## src/include/wdt_susp_pkg.sv

```systemverilog
// shared constants and types for the watchdog and suspend control block
package wdt_susp_pkg;

  // ************************************************************
  // register map
  // ************************************************************
  localparam logic [7:0] ADDR_WATCHDOG_RESTART = 8'h26;
  localparam logic [7:0] ADDR_PROC_STATUS_CONTROL = 8'hff;
  localparam logic [7:0] ADDR_INT_STATUS = 8'hf0;
  localparam logic [7:0] ADDR_INT_MASK = 8'hf1;

  // processor status and control fields
  localparam int PSC_RUN = 0;
  localparam int PSC_IRQ_SENSE = 2;
  localparam int PSC_SUSPEND = 3;
  localparam int PSC_POR = 4;
  localparam int PSC_WDR = 6;

  // value after power-on reset: power-on flag and run bit
  localparam logic [7:0] PSC_POR_VALUE = 8'h11;
  // pattern loaded by a watchdog reset, bit 4 kept from before
  localparam logic [7:0] PSC_WDR_VALUE = 8'h41;
  localparam logic [7:0] PSC_WDR_KEEP = 8'h10;

  // interrupt status / mask fields
  localparam int EV_WATCHDOG = 0;
  localparam int EV_WAKE = 1;
  localparam logic [1:0] INT_RESET_VALUE = 2'h0;

  localparam logic [13:0] RESET_VECTOR = 14'h0000;

  // ************************************************************
  // timing
  // ************************************************************
  localparam int CLK_PERIOD_NS = 8;
  localparam int WATCHDOG_TIMEOUT_NS = 8000000;
  localparam int RESET_HOLD_NS = 2000000;
  localparam int WAKE_DELAY_NS = 1000000;
  // least time rounds up
  localparam int WATCHDOG_TIMEOUT_CYCLES =
    (WATCHDOG_TIMEOUT_NS + CLK_PERIOD_NS - 1) / CLK_PERIOD_NS;
  localparam int RESET_HOLD_CYCLES =
    (RESET_HOLD_NS + CLK_PERIOD_NS - 1) / CLK_PERIOD_NS;
  localparam int WAKE_DELAY_CYCLES =
    (WAKE_DELAY_NS + CLK_PERIOD_NS - 1) / CLK_PERIOD_NS;
  localparam int CNT_W = 24;

  // ************************************************************
  // types
  // ************************************************************
  typedef enum logic [2:0]
  {
    ST_RELEASE = 3'b000,
    ST_RUN = 3'b001,
    ST_WDR_HOLD = 3'b010,
    ST_SUSPEND = 3'b011,
    ST_WAKE_OSC = 3'b100,
    ST_WAKE_DELAY = 3'b101
  } ctrl_state_t;

  typedef struct packed
  {
    logic s1;
    logic s2;
  } sync_t;

  typedef struct packed
  {
    ctrl_state_t st;
    logic [CNT_W-1:0] watchdog_counter;
    logic [CNT_W-1:0] delay_cnt;
    logic [7:0] psc;
    logic [1:0] int_status;
    logic [1:0] int_mask;
    logic [7:0] rd_data;
    logic irq;
    logic core_reset;
    logic usb_addr_clear;
    logic fetch_start;
    logic [13:0] fetch_address;
    logic osc_enable;
    logic timer_enable;
    logic logic_enable;
    logic irq_defer;
    sync_t port_wake;
    sync_t usb_wake;
    sync_t osc_stable;
  } block_state_t;

endpackage

```

## src/logic/watchdog_and_suspend_control.sv

```systemverilog
// watchdog timer, watchdog reset sequencing and suspend control
//
// Overview of operation
// RULE1 - a rollover of the watchdog counter starts a watchdog reset.
// RULE2 - any write to the restart register clears the watchdog counter.
// RULE3 - no clearing write within 8 ms lets the counter roll over.
// RULE4 - a watchdog reset loads status and control with 010X0001.
// RULE5 - the watchdog reset is held 2 ms, then fetch starts at address zero.
// RULE6 - a watchdog reset clears the usb addresses, muting the transmitter.
// RULE7 - firmware ignores the watchdog flag whenever the power-on flag is set.
// RULE8 - suspend turns off all logic but port wake and usb receive.
// RULE9 - in suspend the oscillator, pll, timer and watchdog stop.
// RULE10 - only an enabled port interrupt or usb bus activity ends suspend.
// RULE11 - firmware sets the run bit in the same write as the suspend bit.
// RULE12 - the oscillator restarts at wake; cpu runs 1 ms after it is stable.
// RULE13 - after wake one instruction runs before any interrupt is taken.
// RULE14 - firmware enters suspend by writing suspend and run together.
// RULE15 - firmware leaves no port data bit floating before suspend.
// RULE16 - resets restore defaults, disable interrupts, zero stack pointers.
// RULE17 - the watchdog counter restarts from zero after wake from suspend.
//
// Local design decision: the plain strobed port.
`timescale 1ns/10ps
`default_nettype none

module watchdog_and_suspend_control
  import wdt_susp_pkg::*;
#(
  parameter int unsigned TIMEOUT_CYCLES = WATCHDOG_TIMEOUT_CYCLES,
  parameter int unsigned HOLD_CYCLES = RESET_HOLD_CYCLES,
  parameter int unsigned WAKE_CYCLES = WAKE_DELAY_CYCLES
)
(
  input wire logic clk_sys,
  input wire logic sys_rst,
  input wire logic [7:0] addr,
  input wire logic [7:0] wr_data,
  input wire logic wr_en,
  input wire logic rd_en,
  input wire logic port_irq_wake,
  input wire logic usb_bus_active,
  input wire logic osc_stable,
  input wire logic irq_enable_sense,
  input wire logic instr_retired,
  output logic [7:0] rd_data,
  output logic irq,
  output logic core_reset,
  output logic usb_addr_clear,
  output logic fetch_start,
  output logic [13:0] fetch_address,
  output logic osc_enable,
  output logic timer_enable,
  output logic logic_enable,
  output logic irq_defer
);

  // ************************************************************
  // helpers
  // ************************************************************
  // true on the last cycle of a count of lim cycles
  // a byte of headroom keeps the compare exact against a 32-bit limit
  function automatic logic last_count(input logic [CNT_W-1:0] cnt,
                                      input int unsigned lim);
    last_count = ({8'h00, cnt} + 32'h1) >= lim;
  endfunction

  function automatic logic [1:0] w1c(input logic [1:0] cur,
                                     input logic [1:0] clr,
                                     input logic [1:0] set);
    // set wins over clear so an event in the clearing cycle survives
    w1c = (cur & ~clr) | set;
  endfunction

  // ************************************************************
  // state
  // ************************************************************
  block_state_t cur;
  block_state_t next_cur;

  logic wr_restart;
  logic wr_psc;
  logic wr_status;
  logic wr_mask;
  logic wake_req;
  logic [1:0] events;

  always_comb
  begin
    wr_restart = wr_en && (addr == ADDR_WATCHDOG_RESTART);
    wr_psc = wr_en && (addr == ADDR_PROC_STATUS_CONTROL);
    wr_status = wr_en && (addr == ADDR_INT_STATUS);
    wr_mask = wr_en && (addr == ADDR_INT_MASK);
    // the port interrupt input is already gated by its enables upstream
    wake_req = cur.port_wake.s2 || cur.usb_wake.s2; // RULE10
  end

  // ************************************************************
  // next state
  // ************************************************************
  always_comb
  begin
    next_cur = cur;
    events = 2'h0;
    next_cur.fetch_start = 1'b0;
    next_cur.fetch_address = RESET_VECTOR;
    // synchronisers: first stage feeds only the second
    next_cur.port_wake.s1 = port_irq_wake;
    next_cur.port_wake.s2 = cur.port_wake.s1;
    next_cur.usb_wake.s1 = usb_bus_active;
    next_cur.usb_wake.s2 = cur.usb_wake.s1;
    next_cur.osc_stable.s1 = osc_stable;
    next_cur.osc_stable.s2 = cur.osc_stable.s1;
    next_cur.psc[PSC_IRQ_SENSE] = irq_enable_sense;
    if (instr_retired)
    begin
      next_cur.irq_defer = 1'b0; // RULE13
    end

    // software writes
    if (wr_psc)
    begin
      next_cur.psc[PSC_RUN] = wr_data[PSC_RUN];
      // cause flags are cleared by writing one
      if (wr_data[PSC_POR])
      begin
        next_cur.psc[PSC_POR] = 1'b0;
      end
      if (wr_data[PSC_WDR])
      begin
        next_cur.psc[PSC_WDR] = 1'b0;
      end
    end
    if (wr_mask)
    begin
      next_cur.int_mask = wr_data[1:0];
    end

    case (cur.st)
      ST_RELEASE:
      begin
        // core leaves reset and fetches from the reset vector
        next_cur.core_reset = 1'b0;
        next_cur.usb_addr_clear = 1'b0;
        next_cur.fetch_start = 1'b1; // RULE5
        // fresh start after any reset, so firmware gets a full window
        next_cur.watchdog_counter = '0;
        next_cur.st = ST_RUN;
      end
      ST_RUN:
      begin
        if (wr_restart)
        begin
          next_cur.watchdog_counter = '0; // RULE2
        end
        else if (last_count(cur.watchdog_counter, TIMEOUT_CYCLES)) // RULE3
        begin
          // rollover: watchdog reset begins
          next_cur.st = ST_WDR_HOLD; // RULE1
          next_cur.core_reset = 1'b1;
          next_cur.usb_addr_clear = 1'b1; // RULE6
          // the release cycle still holds reset, so the count starts at one
          next_cur.delay_cnt = CNT_W'(1); // RULE5
          next_cur.psc = PSC_WDR_VALUE | (cur.psc & PSC_WDR_KEEP); // RULE4
          next_cur.int_mask = INT_RESET_VALUE; // RULE16
          next_cur.irq_defer = 1'b0;
          events[EV_WATCHDOG] = 1'b1;
        end
        else
        begin
          next_cur.watchdog_counter = cur.watchdog_counter + 1'b1;
        end
        if (wr_psc && wr_data[PSC_SUSPEND] &&
            !last_count(cur.watchdog_counter, TIMEOUT_CYCLES))
        begin
          // everything but port wake and usb receive powers down
          next_cur.st = ST_SUSPEND; // RULE8
          next_cur.psc[PSC_SUSPEND] = 1'b1;
          next_cur.osc_enable = 1'b0; // RULE9
          next_cur.timer_enable = 1'b0;
          next_cur.logic_enable = 1'b0;
        end
      end
      ST_WDR_HOLD:
      begin
        // stack pointers and registers stay cleared while held
        next_cur.delay_cnt = cur.delay_cnt + 1'b1;
        if (last_count(cur.delay_cnt, HOLD_CYCLES)) // RULE5
        begin
          next_cur.st = ST_RELEASE; // RULE16
        end
      end
      ST_SUSPEND:
      begin
        // watchdog frozen; a clear write has no effect here
        // a wake with the run bit clear is dropped and the part sleeps on
        if (wake_req && cur.psc[PSC_RUN]) // RULE11
        begin
          next_cur.st = ST_WAKE_OSC;
          next_cur.osc_enable = 1'b1; // RULE12
        end
      end
      ST_WAKE_OSC:
      begin
        // counted from the synchronised flag: two cycles late, never early
        next_cur.delay_cnt = '0;
        if (cur.osc_stable.s2)
        begin
          next_cur.st = ST_WAKE_DELAY;
        end
      end
      ST_WAKE_DELAY:
      begin
        next_cur.delay_cnt = cur.delay_cnt + 1'b1;
        if (last_count(cur.delay_cnt, WAKE_CYCLES)) // RULE12
        begin
          next_cur.st = ST_RUN;
          next_cur.psc[PSC_SUSPEND] = 1'b0;
          next_cur.timer_enable = 1'b1;
          next_cur.logic_enable = 1'b1;
          next_cur.watchdog_counter = '0; // RULE17
          next_cur.irq_defer = 1'b1; // RULE13
          events[EV_WAKE] = 1'b1;
        end
      end
      default:
      begin
        next_cur.st = ST_RELEASE;
      end
    endcase

    // ************************************************************
    // interrupt status and read port
    // ************************************************************
    next_cur.int_status = w1c(cur.int_status,
                              wr_status ? wr_data[1:0] : 2'h0, events);
    // built from the next values so irq and status change on one edge
    next_cur.irq = |(next_cur.int_status & next_cur.int_mask);

    next_cur.rd_data = 8'h00;
    if (rd_en)
    begin
      case (addr)
        ADDR_PROC_STATUS_CONTROL:
        begin
          // the watchdog flag may read set after power-on; see the por bit
          next_cur.rd_data = cur.psc; // RULE7
        end
        ADDR_INT_STATUS:
        begin
          next_cur.rd_data = {6'h00, cur.int_status};
        end
        ADDR_INT_MASK:
        begin
          next_cur.rd_data = {6'h00, cur.int_mask};
        end
        default:
        begin
          // restart register is write-only, unmapped reads are zero
          next_cur.rd_data = 8'h00;
        end
      endcase
    end
  end

  // ************************************************************
  // registers
  // ************************************************************
  always_ff @(posedge clk_sys)
  begin
    if (sys_rst)
    begin
      // constants only: the reset branch never looks at live inputs
      cur <= '0;
      cur.st <= ST_RELEASE;
      cur.psc <= PSC_POR_VALUE;
      cur.int_status <= INT_RESET_VALUE;
      cur.int_mask <= INT_RESET_VALUE;
      cur.core_reset <= 1'b1; // RULE16
      cur.usb_addr_clear <= 1'b1;
      cur.fetch_address <= RESET_VECTOR;
      cur.osc_enable <= 1'b1;
      cur.timer_enable <= 1'b1;
      cur.logic_enable <= 1'b1;
    end
    else
    begin
      cur <= next_cur;
    end
  end

  assign rd_data = cur.rd_data;
  assign irq = cur.irq;
  assign core_reset = cur.core_reset;
  assign usb_addr_clear = cur.usb_addr_clear;
  assign fetch_start = cur.fetch_start;
  assign fetch_address = cur.fetch_address;
  assign osc_enable = cur.osc_enable;
  assign timer_enable = cur.timer_enable;
  assign logic_enable = cur.logic_enable;
  assign irq_defer = cur.irq_defer;

endmodule

`default_nettype wire

```

## config.mk

```make
export PLATFORM = sky130hd
export DESIGN_NAME = watchdog_and_suspend_control
export DESIGN_NICKNAME = d
export VERILOG_FILES = /design/src/include/wdt_susp_pkg.sv /design/src/logic/watchdog_and_suspend_control.sv
export SDC_FILE = /design/constraint.sdc
export NUM_CORES = 1
export LEC_CHECK = 0
export ABC_AREA = 1
export BUFFER_PORTS_ARGS = -buffer_cell sky130_fd_sc_hd__buf_2
export CAP_MARGIN = 20
export CORE_MARGIN = 8
export CORE_UTILIZATION = 54
export DETAILED_ROUTE_END_ITERATION = 12
export PLACE_DENSITY = 0.77
export SLEW_MARGIN = 0
export SYNTH_ARGS = -nofsm -noshare
export SYNTH_HDL_FRONTEND = slang
export SYNTH_SLANG_ARGS = --single-unit
```

## constraint.sdc

```tcl
create_clock -name clk_sys -period 2.2 [get_ports clk_sys]
set_input_delay 0.22 -clock clk_sys [delete_from_list [all_inputs] [get_ports clk_sys]]
set_output_delay 0.22 -clock clk_sys [all_outputs]
set_load 0.02 [all_outputs]
```

* After elaboration in Yosys (flattened, before gate mapping) *
Index checks and enable logic that the tools add are counted.

cells by class
  add/subtract/negate cells = 4
  bitwise logic cells = 5
  reductions and logical operators = 25
  mux-type cells = 47
  magnitude comparators = 3
  equal/unequal tests = 19

operators with widths
  kind                                                    number
  one-hot mux 24 bit (3 select lines)                     2
  two-way mux 32 bit                                      2
  adder 24 x 1 -> 25 bit (second input constant)          2
  adder 24 x 1 -> 24 bit (second input constant)          2
  two-way mux 24 bit                                      2
  >= comparator 32 x 18 -> 1 bit (second input constant)  1
  two-way mux 3 bit                                       10
  two-way mux 27 bit                                      1
  >= comparator 25 x 17 -> 1 bit (second input constant)  1
  >= comparator 25 x 20 -> 1 bit (second input constant)  1
  == test 8 bit (second input constant)                   3
  one-hot mux 7 bit (3 select lines)                      1
  one-hot mux 3 bit (6 select lines)                      1
  two-way mux 1 bit                                       17
  AND reduction 3 bit                                     5
  two-way mux 2 bit                                       7
  != test 2 bit (second input constant)                   7
  != test 3 bit (second input constant)                   3
  == test 8 x 6 -> 1 bit (second input constant)          1
  logical AND 1 bit                                       7
  == test 3 x 2 -> 1 bit (second input constant)          2
  == test 3 bit (second input constant)                   2
  one-hot mux 3 bit (2 select lines)                      1
  AND reduction 6 bit                                     1
  14 further kinds                                        21

word-level totals
  bits in registers = 82
  bits of input ports = 25
  output and inout bits = 30

* Logic depth before layout (Yosys ltp) *
  depth after elaboration = 8
  mapped depth = 19
  mapped depth without buffers = 19

* Least setup slack after synthesis *
Ideal clock, no wire load.

  path type = reg2reg
  start point = register cur[48] (netlist name)
  end point = register cur[82] (netlist name)
  cell stages (with the launch flop) = 18
  data required time = 2.085 ns
  period minus slack after synthesis = 2.217 ns
  path slack = -0.017 ns
  library setup time = 0.115 ns
  arrival time = 2.102 ns
  path buffers = 1
  cell sequence = dfxtp_1 > ha_1 > nand2_1 > nor2_4 > nand2_2 > nor2_4 > nand3_1 > nand2_1 > nand2_1 > nor2_1 > nand2_1 > nor2_1 > nand3_2 > nand3_4 > inv_4 > buf_8 > o21ai_2 > nor2_1

between the ends
  word-level cells in the longest chain between the ends = 4

ends and longest elaborated chain
  item                            line                                 RTL
  start: declaration              watchdog_and_suspend_control.sv:77   block_state_t cur;
  start signal: assignment        watchdog_and_suspend_control.sv:287  cur <= next_cur;
  adder 24 x 1 -> 25 bit          watchdog_and_suspend_control.sv:64   last_count = ({8'h00, cnt} + 32'h1) >= lim;
  >= comparator 25 x 17 -> 1 bit  watchdog_and_suspend_control.sv:64
  != test 2 bit (no line)         n/a
  AND reduction 3 bit (no line)   n/a

No other way between the ends.
A chain may end at the register's enable or synchronous reset.

* Worst setup path in the final report *
  start point = register cur[72] (netlist name)
  end point = register cur[98] (netlist name)

between the ends
  word-level cells in the longest chain between the ends = 6

ends and longest elaborated chain
  item                                                                                        line                                 RTL
  adder 24 x 1 -> 25 bit (*)                                                                  watchdog_and_suspend_control.sv:64
  >= comparator 25 x 20 -> 1 bit (*)                                                          watchdog_and_suspend_control.sv:64
  logical NOT 1 bit                                                                           watchdog_and_suspend_control.sv:173  !last_count(cur.watchdog_counter, TIMEOUT_CYCLES))
  logical AND 1 bit                                                                           watchdog_and_suspend_control.sv:172  if (wr_psc && wr_data[PSC_SUSPEND] &&
  != test 3 bit (no line) / two-way mux 3 bit (equally long branches)                         n/a
  AND reduction 6 bit (no line) / one-hot mux 3 bit (6 select lines) (equally long branches)  n/a

Every way passes the cells marked *; elsewhere a longest branch is shown, timed or not.

==> qor.log <==
[clock_network] clock tree from TritonCTS built
[min_path] endpoint with the worst hold slack cur[5]
[yosys] synth top area cells sky130_fd_sc_hd__dfxtp_1, sky130_fd_sc_hd__nand2_1, sky130_fd_sc_hd__nor2_1
[timing] Fin. Hold Viols 0
[detailed_routing] WL/cell 14.72 microns
[min_path] classification of the worst-slack hold path input port to register
[grt] GR Overflow Total 0
[worst_setup_path] r2r setup slk -0.20 ns
[clock_network] # clock sinks 78
[worst_setup_path] Worst Reg-to-Reg Cells 18
[clock_network] Max clock buf depth 2
[min_path] hold-critical path depth 3
[finish] Ant. Diodes 0
[detailed_routing] first-pass iteration count of the detailed router 5
[run_status] run status complete, but fails checks
[timing] Pins Over Slew Limit 0
[yosys] Ys Warns 0
[yosys] post-synth design cell area 5022 sq um
[grt] gr busiest metal met2
[timing] actual slew at the worst max-slew pin 0.5245 ns
[placed_design] HPWL after DPL 10.43 mm
[timing] achievable frequency 417.2 MHz
[finish] Layout Utilization 73.59%
[detailed_routing] number of DRC markers in iteration 0 363
[timing] worst slew slack as a fraction of its limit 64.71%
[grt] overall track demand over capacity in global routing 22.60%
[yosys] #FFs+latches synth 78
[grt] met3 global-route usage 3.113%
[worst_setup_path] maximum fanout count along the critical path 5
[finish] post-route cell area 6735 sq um
[yosys] area fraction of the dominant cell type after synthesis 31.09%
[timing] worst-case hold slack 0.06234 ns
[worst_setup_path] critical setup path kind register to register
[detailed_routing] vias post-DR 5693
[detailed_routing] drt total wl 15.56 mm
[yosys] area leader, netlist sky130_fd_sc_hd__dfxtp_1
[clock_network] clock insertion delay at the later pin of the skew report 0.36 ns
[grt] largest net degree at the start of global routing 29
[worst_setup_path] critical path capture point type register
[worst_setup_path] Reg2Reg Capture Point cur[98]
[floorplan] core area 9153 sq um
[detailed_routing] post-route antenna net violation count 0
[timing] clk_skew 0.01682 ns
[floorplan] width of the chip 112.4 microns
[yosys] syn avg cell area 6.223 sq um
[floorplan] total I/O pin count 55
[yosys] Post-Syn Instances 807
[power] Static Leakage 2.979 nW
[finish] fraction of final layout cells with drive strength greater than 1 33.19%
[run_status] violations in the final reports setup timing
[worst_setup_path] Critical Path Source Type register
[min_path] HP Start port_irq_wake
[power] power density normalized to cell area 807.8 nW/um^2
[grt] met1 Use GR 24.51%
[placed_design] IO Port Bufs 35
[job] reported max-cap violation count 0
[timing] setup ws final -0.1967 ns
[clock_network] CTS clk-pin slew, worst paths 0.09 ns
[yosys] number of distinct library cells after synthesis 39
[detailed_routing] via-per-instance ratio 5.386
[finish] final-stage net count 969
[clock_network] clock buffer count from CTS 9
[placed_design] routability congestion estimate 0.9037
[floorplan] std cell rows 35
[timing] final worst-path cycle share 108.9%
[worst_setup_path] crit path DAT 2.65 ns
[detailed_routing] number of remaining DRC errors 0
[clock_network] hold bufs inserted after CTS 0
[timing] final setup violating endpoints 60
[timing] time the final worst path needs with I/O delays and setup 2.397 ns
[clock_network] master cell of the clock root buffer sky130_fd_sc_hd__clkbuf_8
[timing] summed negative setup slack over all endpoints -8.460 ns
[grt] global-route wire length before repair 23.97 mm
[finish] post-route non-filler standard cell count 1057
[placed_design] area of placed instances 5872 sq um
[grt] initial antenna violation count 0
[floorplan] Initial Util 54.87%
[clock_network] CTS H-tree lvls 3
[grt] via count of the first global-routing pass 5538
[grt] met2 track demand over resource in global routing 42.51%
[timing] unrepaired setup endpoints after global routing true
[finish] synth-to-layout area growth 34.11%
[floorplan] height of the chip 112.4 microns
[yosys] portion of the post-synthesis area used by sequential elements 31.09%
[worst_setup_path] Worst R2R Start cur[72]
[power] maximum resistive drop on vdd 0.6888 mV
[placed_design] # placed instances 1026
[worst_setup_path] worst endpoint required time 2.46 ns
[floorplan] die area 12640 sq um
==> per-layer routing <==
metal	wire (microns)	part of all wire [%]
met1	6035	39
met5	0	0
met2	8053	52
met4	622	4.0
met3	847	5.4
==> synth_stat cells <==
cell	number
sky130_fd_sc_hd__nand2_1	262
sky130_fd_sc_hd__or2_2	1
sky130_fd_sc_hd__o211ai_1	1
sky130_fd_sc_hd__nand3b_1	6
sky130_fd_sc_hd__xor2_1	12
sky130_fd_sc_hd__nand3_2	2
sky130_fd_sc_hd__nand3_4	1
sky130_fd_sc_hd__nand3_1	50
sky130_fd_sc_hd__nor2_4	7
sky130_fd_sc_hd__nor3_2	3
sky130_fd_sc_hd__ha_1	3
sky130_fd_sc_hd__a21oi_1	46
sky130_fd_sc_hd__inv_4	2
sky130_fd_sc_hd__o21ai_1	3
sky130_fd_sc_hd__buf_2	1
sky130_fd_sc_hd__buf_8	2
sky130_fd_sc_hd__o21bai_1	3
sky130_fd_sc_hd__buf_6	4
sky130_fd_sc_hd__o21ai_2	7
sky130_fd_sc_hd__nor2_1	118
sky130_fd_sc_hd__nor4_1	4
sky130_fd_sc_hd__nand4_1	17
sky130_fd_sc_hd__dlygate4sd3_1	1
sky130_fd_sc_hd__a21boi_0	1
sky130_fd_sc_hd__buf_4	25
sky130_fd_sc_hd__nand2_2	6
sky130_fd_sc_hd__nor2_2	12
sky130_fd_sc_hd__clkinv_1	1
sky130_fd_sc_hd__o21ai_0	18
sky130_fd_sc_hd__clkbuf_1	8
sky130_fd_sc_hd__and2_1	1
sky130_fd_sc_hd__conb_1	1
sky130_fd_sc_hd__xnor2_1	1
sky130_fd_sc_hd__a21oi_2	4
sky130_fd_sc_hd__nand2_4	1
sky130_fd_sc_hd__inv_1	87
sky130_fd_sc_hd__nand2_8	1
sky130_fd_sc_hd__nor3_1	6
sky130_fd_sc_hd__dfxtp_1	78
==> worst max-delay path by stage <==
stage | startpoint | to | slack (ns)
global placement | cur[72] | cur[98] | -0.14
detailed placement | cur[72] | cur[73] | -0.23
global route | cur[72] | cur[88] | -0.35
finish | cur[72] | cur[98] | -0.20
CTS | cur[73] | cur[89] | -0.09
floorplan | cur[49] | cur[82] | 0.007
==> cell families (layout without fill, tap and decap cells) <==
logic type / count (synthesis) / after routing / share of synthesized area, %
other: 1 / 16 / 0.07467
flip-flops: 78 / 78 / 31.09
XOR/XNOR: 13 / 13 / 2.267
buffers and inverters: 131 / 255 / 12.95
adder cells (fa/ha/maj): 3 / 3 / 0.7475
AND/OR/NAND/NOR: 498 / 498 / 43.52
AO/OA/AOI/OAI: 83 / 83 / 9.342
==> layout make-up <==
cell class | instances | area [sq um]
repair buffers | 146 | 1069
clock inverters | 6 | 93.84
well taps | 111 | 138.9
repair inverters | 3 | 33.78
multi-input cells | 613 | 3327
flip-flops and latches | 78 | 1590
clock buffers | 10 | 127.6
inverters | 90 | 355.3
fillers | 713 | 2417
==> stage by stage <==
step | power, mW | setup WS (ns)
2_1_floorplan | 3.062 | 0.006796
3_5_place_dp | 3.656 | -0.2319
5_1_grt | 5.699 | -0.3544
6_report | 5.441 | -0.1967
4_1_cts | 5.151 | -0.09259
3_3_place_gp | 3.586 | -0.1401
==> state kept, by name, indices dropped and copies added, names as in the netlist <==
| name | flops |
|---|---|
| irq | 1 |
| cur | 66 |
| irq_defer | 1 |
| core_reset | 1 |
| fetch_start | 1 |
| timer_enable | 1 |
| rd_data | 6 |
| osc_enable | 1 |
==> timing repair <==
action                     4_1_cts  5_1_grt
gates resized for setup         72       90
pin swaps                       24       22
gates cloned                     2        1
buffers inserted                 4        8
setup endpoints to repair       59       65
==> power by group <==
part	total [mW]	leakage, nW	switching, mW	internal [mW]
combinational	2.42	2.23	1.52	0.899
sequential	1.77	0.642	0.182	1.59
clock	1.24	0.107	0.597	0.648
total	5.44	2.98	2.30	3.14
==> worst max-delay path: stages (launching register included) <==
cell and delay, ns:
sky130_fd_sc_hd__dfxtp_2 0.37, sky130_fd_sc_hd__ha_4 0.18, sky130_fd_sc_hd__nand2_4 0.06, sky130_fd_sc_hd__nor2_4 0.14
sky130_fd_sc_hd__nand2_4 0.09, sky130_fd_sc_hd__nand3b_1 0.21, sky130_fd_sc_hd__buf_4 0.16, sky130_fd_sc_hd__buf_4 0.11
sky130_fd_sc_hd__nor2_1 0.07, sky130_fd_sc_hd__nor2_1 0.05, sky130_fd_sc_hd__nand2_1 0.12, sky130_fd_sc_hd__nor2_4 0.06
sky130_fd_sc_hd__buf_4 0.14, sky130_fd_sc_hd__nand3_4 0.12, sky130_fd_sc_hd__nand2_4 0.06, sky130_fd_sc_hd__nor2_4 0.13
sky130_fd_sc_hd__nand3_1 0.11, sky130_fd_sc_hd__nand2_1 0.07, sky130_fd_sc_hd__nor2_1 0.04
==> cells in the final DEF (no fill, tap or decap), types with 11 or more instances in the layout <==
cell type                 count
sky130_fd_sc_hd__nand2_1    227
sky130_fd_sc_hd__buf_4      102
sky130_fd_sc_hd__nor2_1     100
sky130_fd_sc_hd__inv_1       85
sky130_fd_sc_hd__dfxtp_1     61
sky130_fd_sc_hd__nand3_1     42
sky130_fd_sc_hd__buf_2       35
sky130_fd_sc_hd__a21oi_1     31
sky130_fd_sc_hd__nand2_2     29
sky130_fd_sc_hd__nor2_4      23
sky130_fd_sc_hd__a21oi_2     19
sky130_fd_sc_hd__nand4_1     17
sky130_fd_sc_hd__conb_1      16
sky130_fd_sc_hd__nor2_2      14
sky130_fd_sc_hd__dfxtp_2     14
sky130_fd_sc_hd__nand2_4     13
sky130_fd_sc_hd__xor2_1      11
sky130_fd_sc_hd__o21ai_2     11
Note: power is estimated with default switching activity, not from simulation.
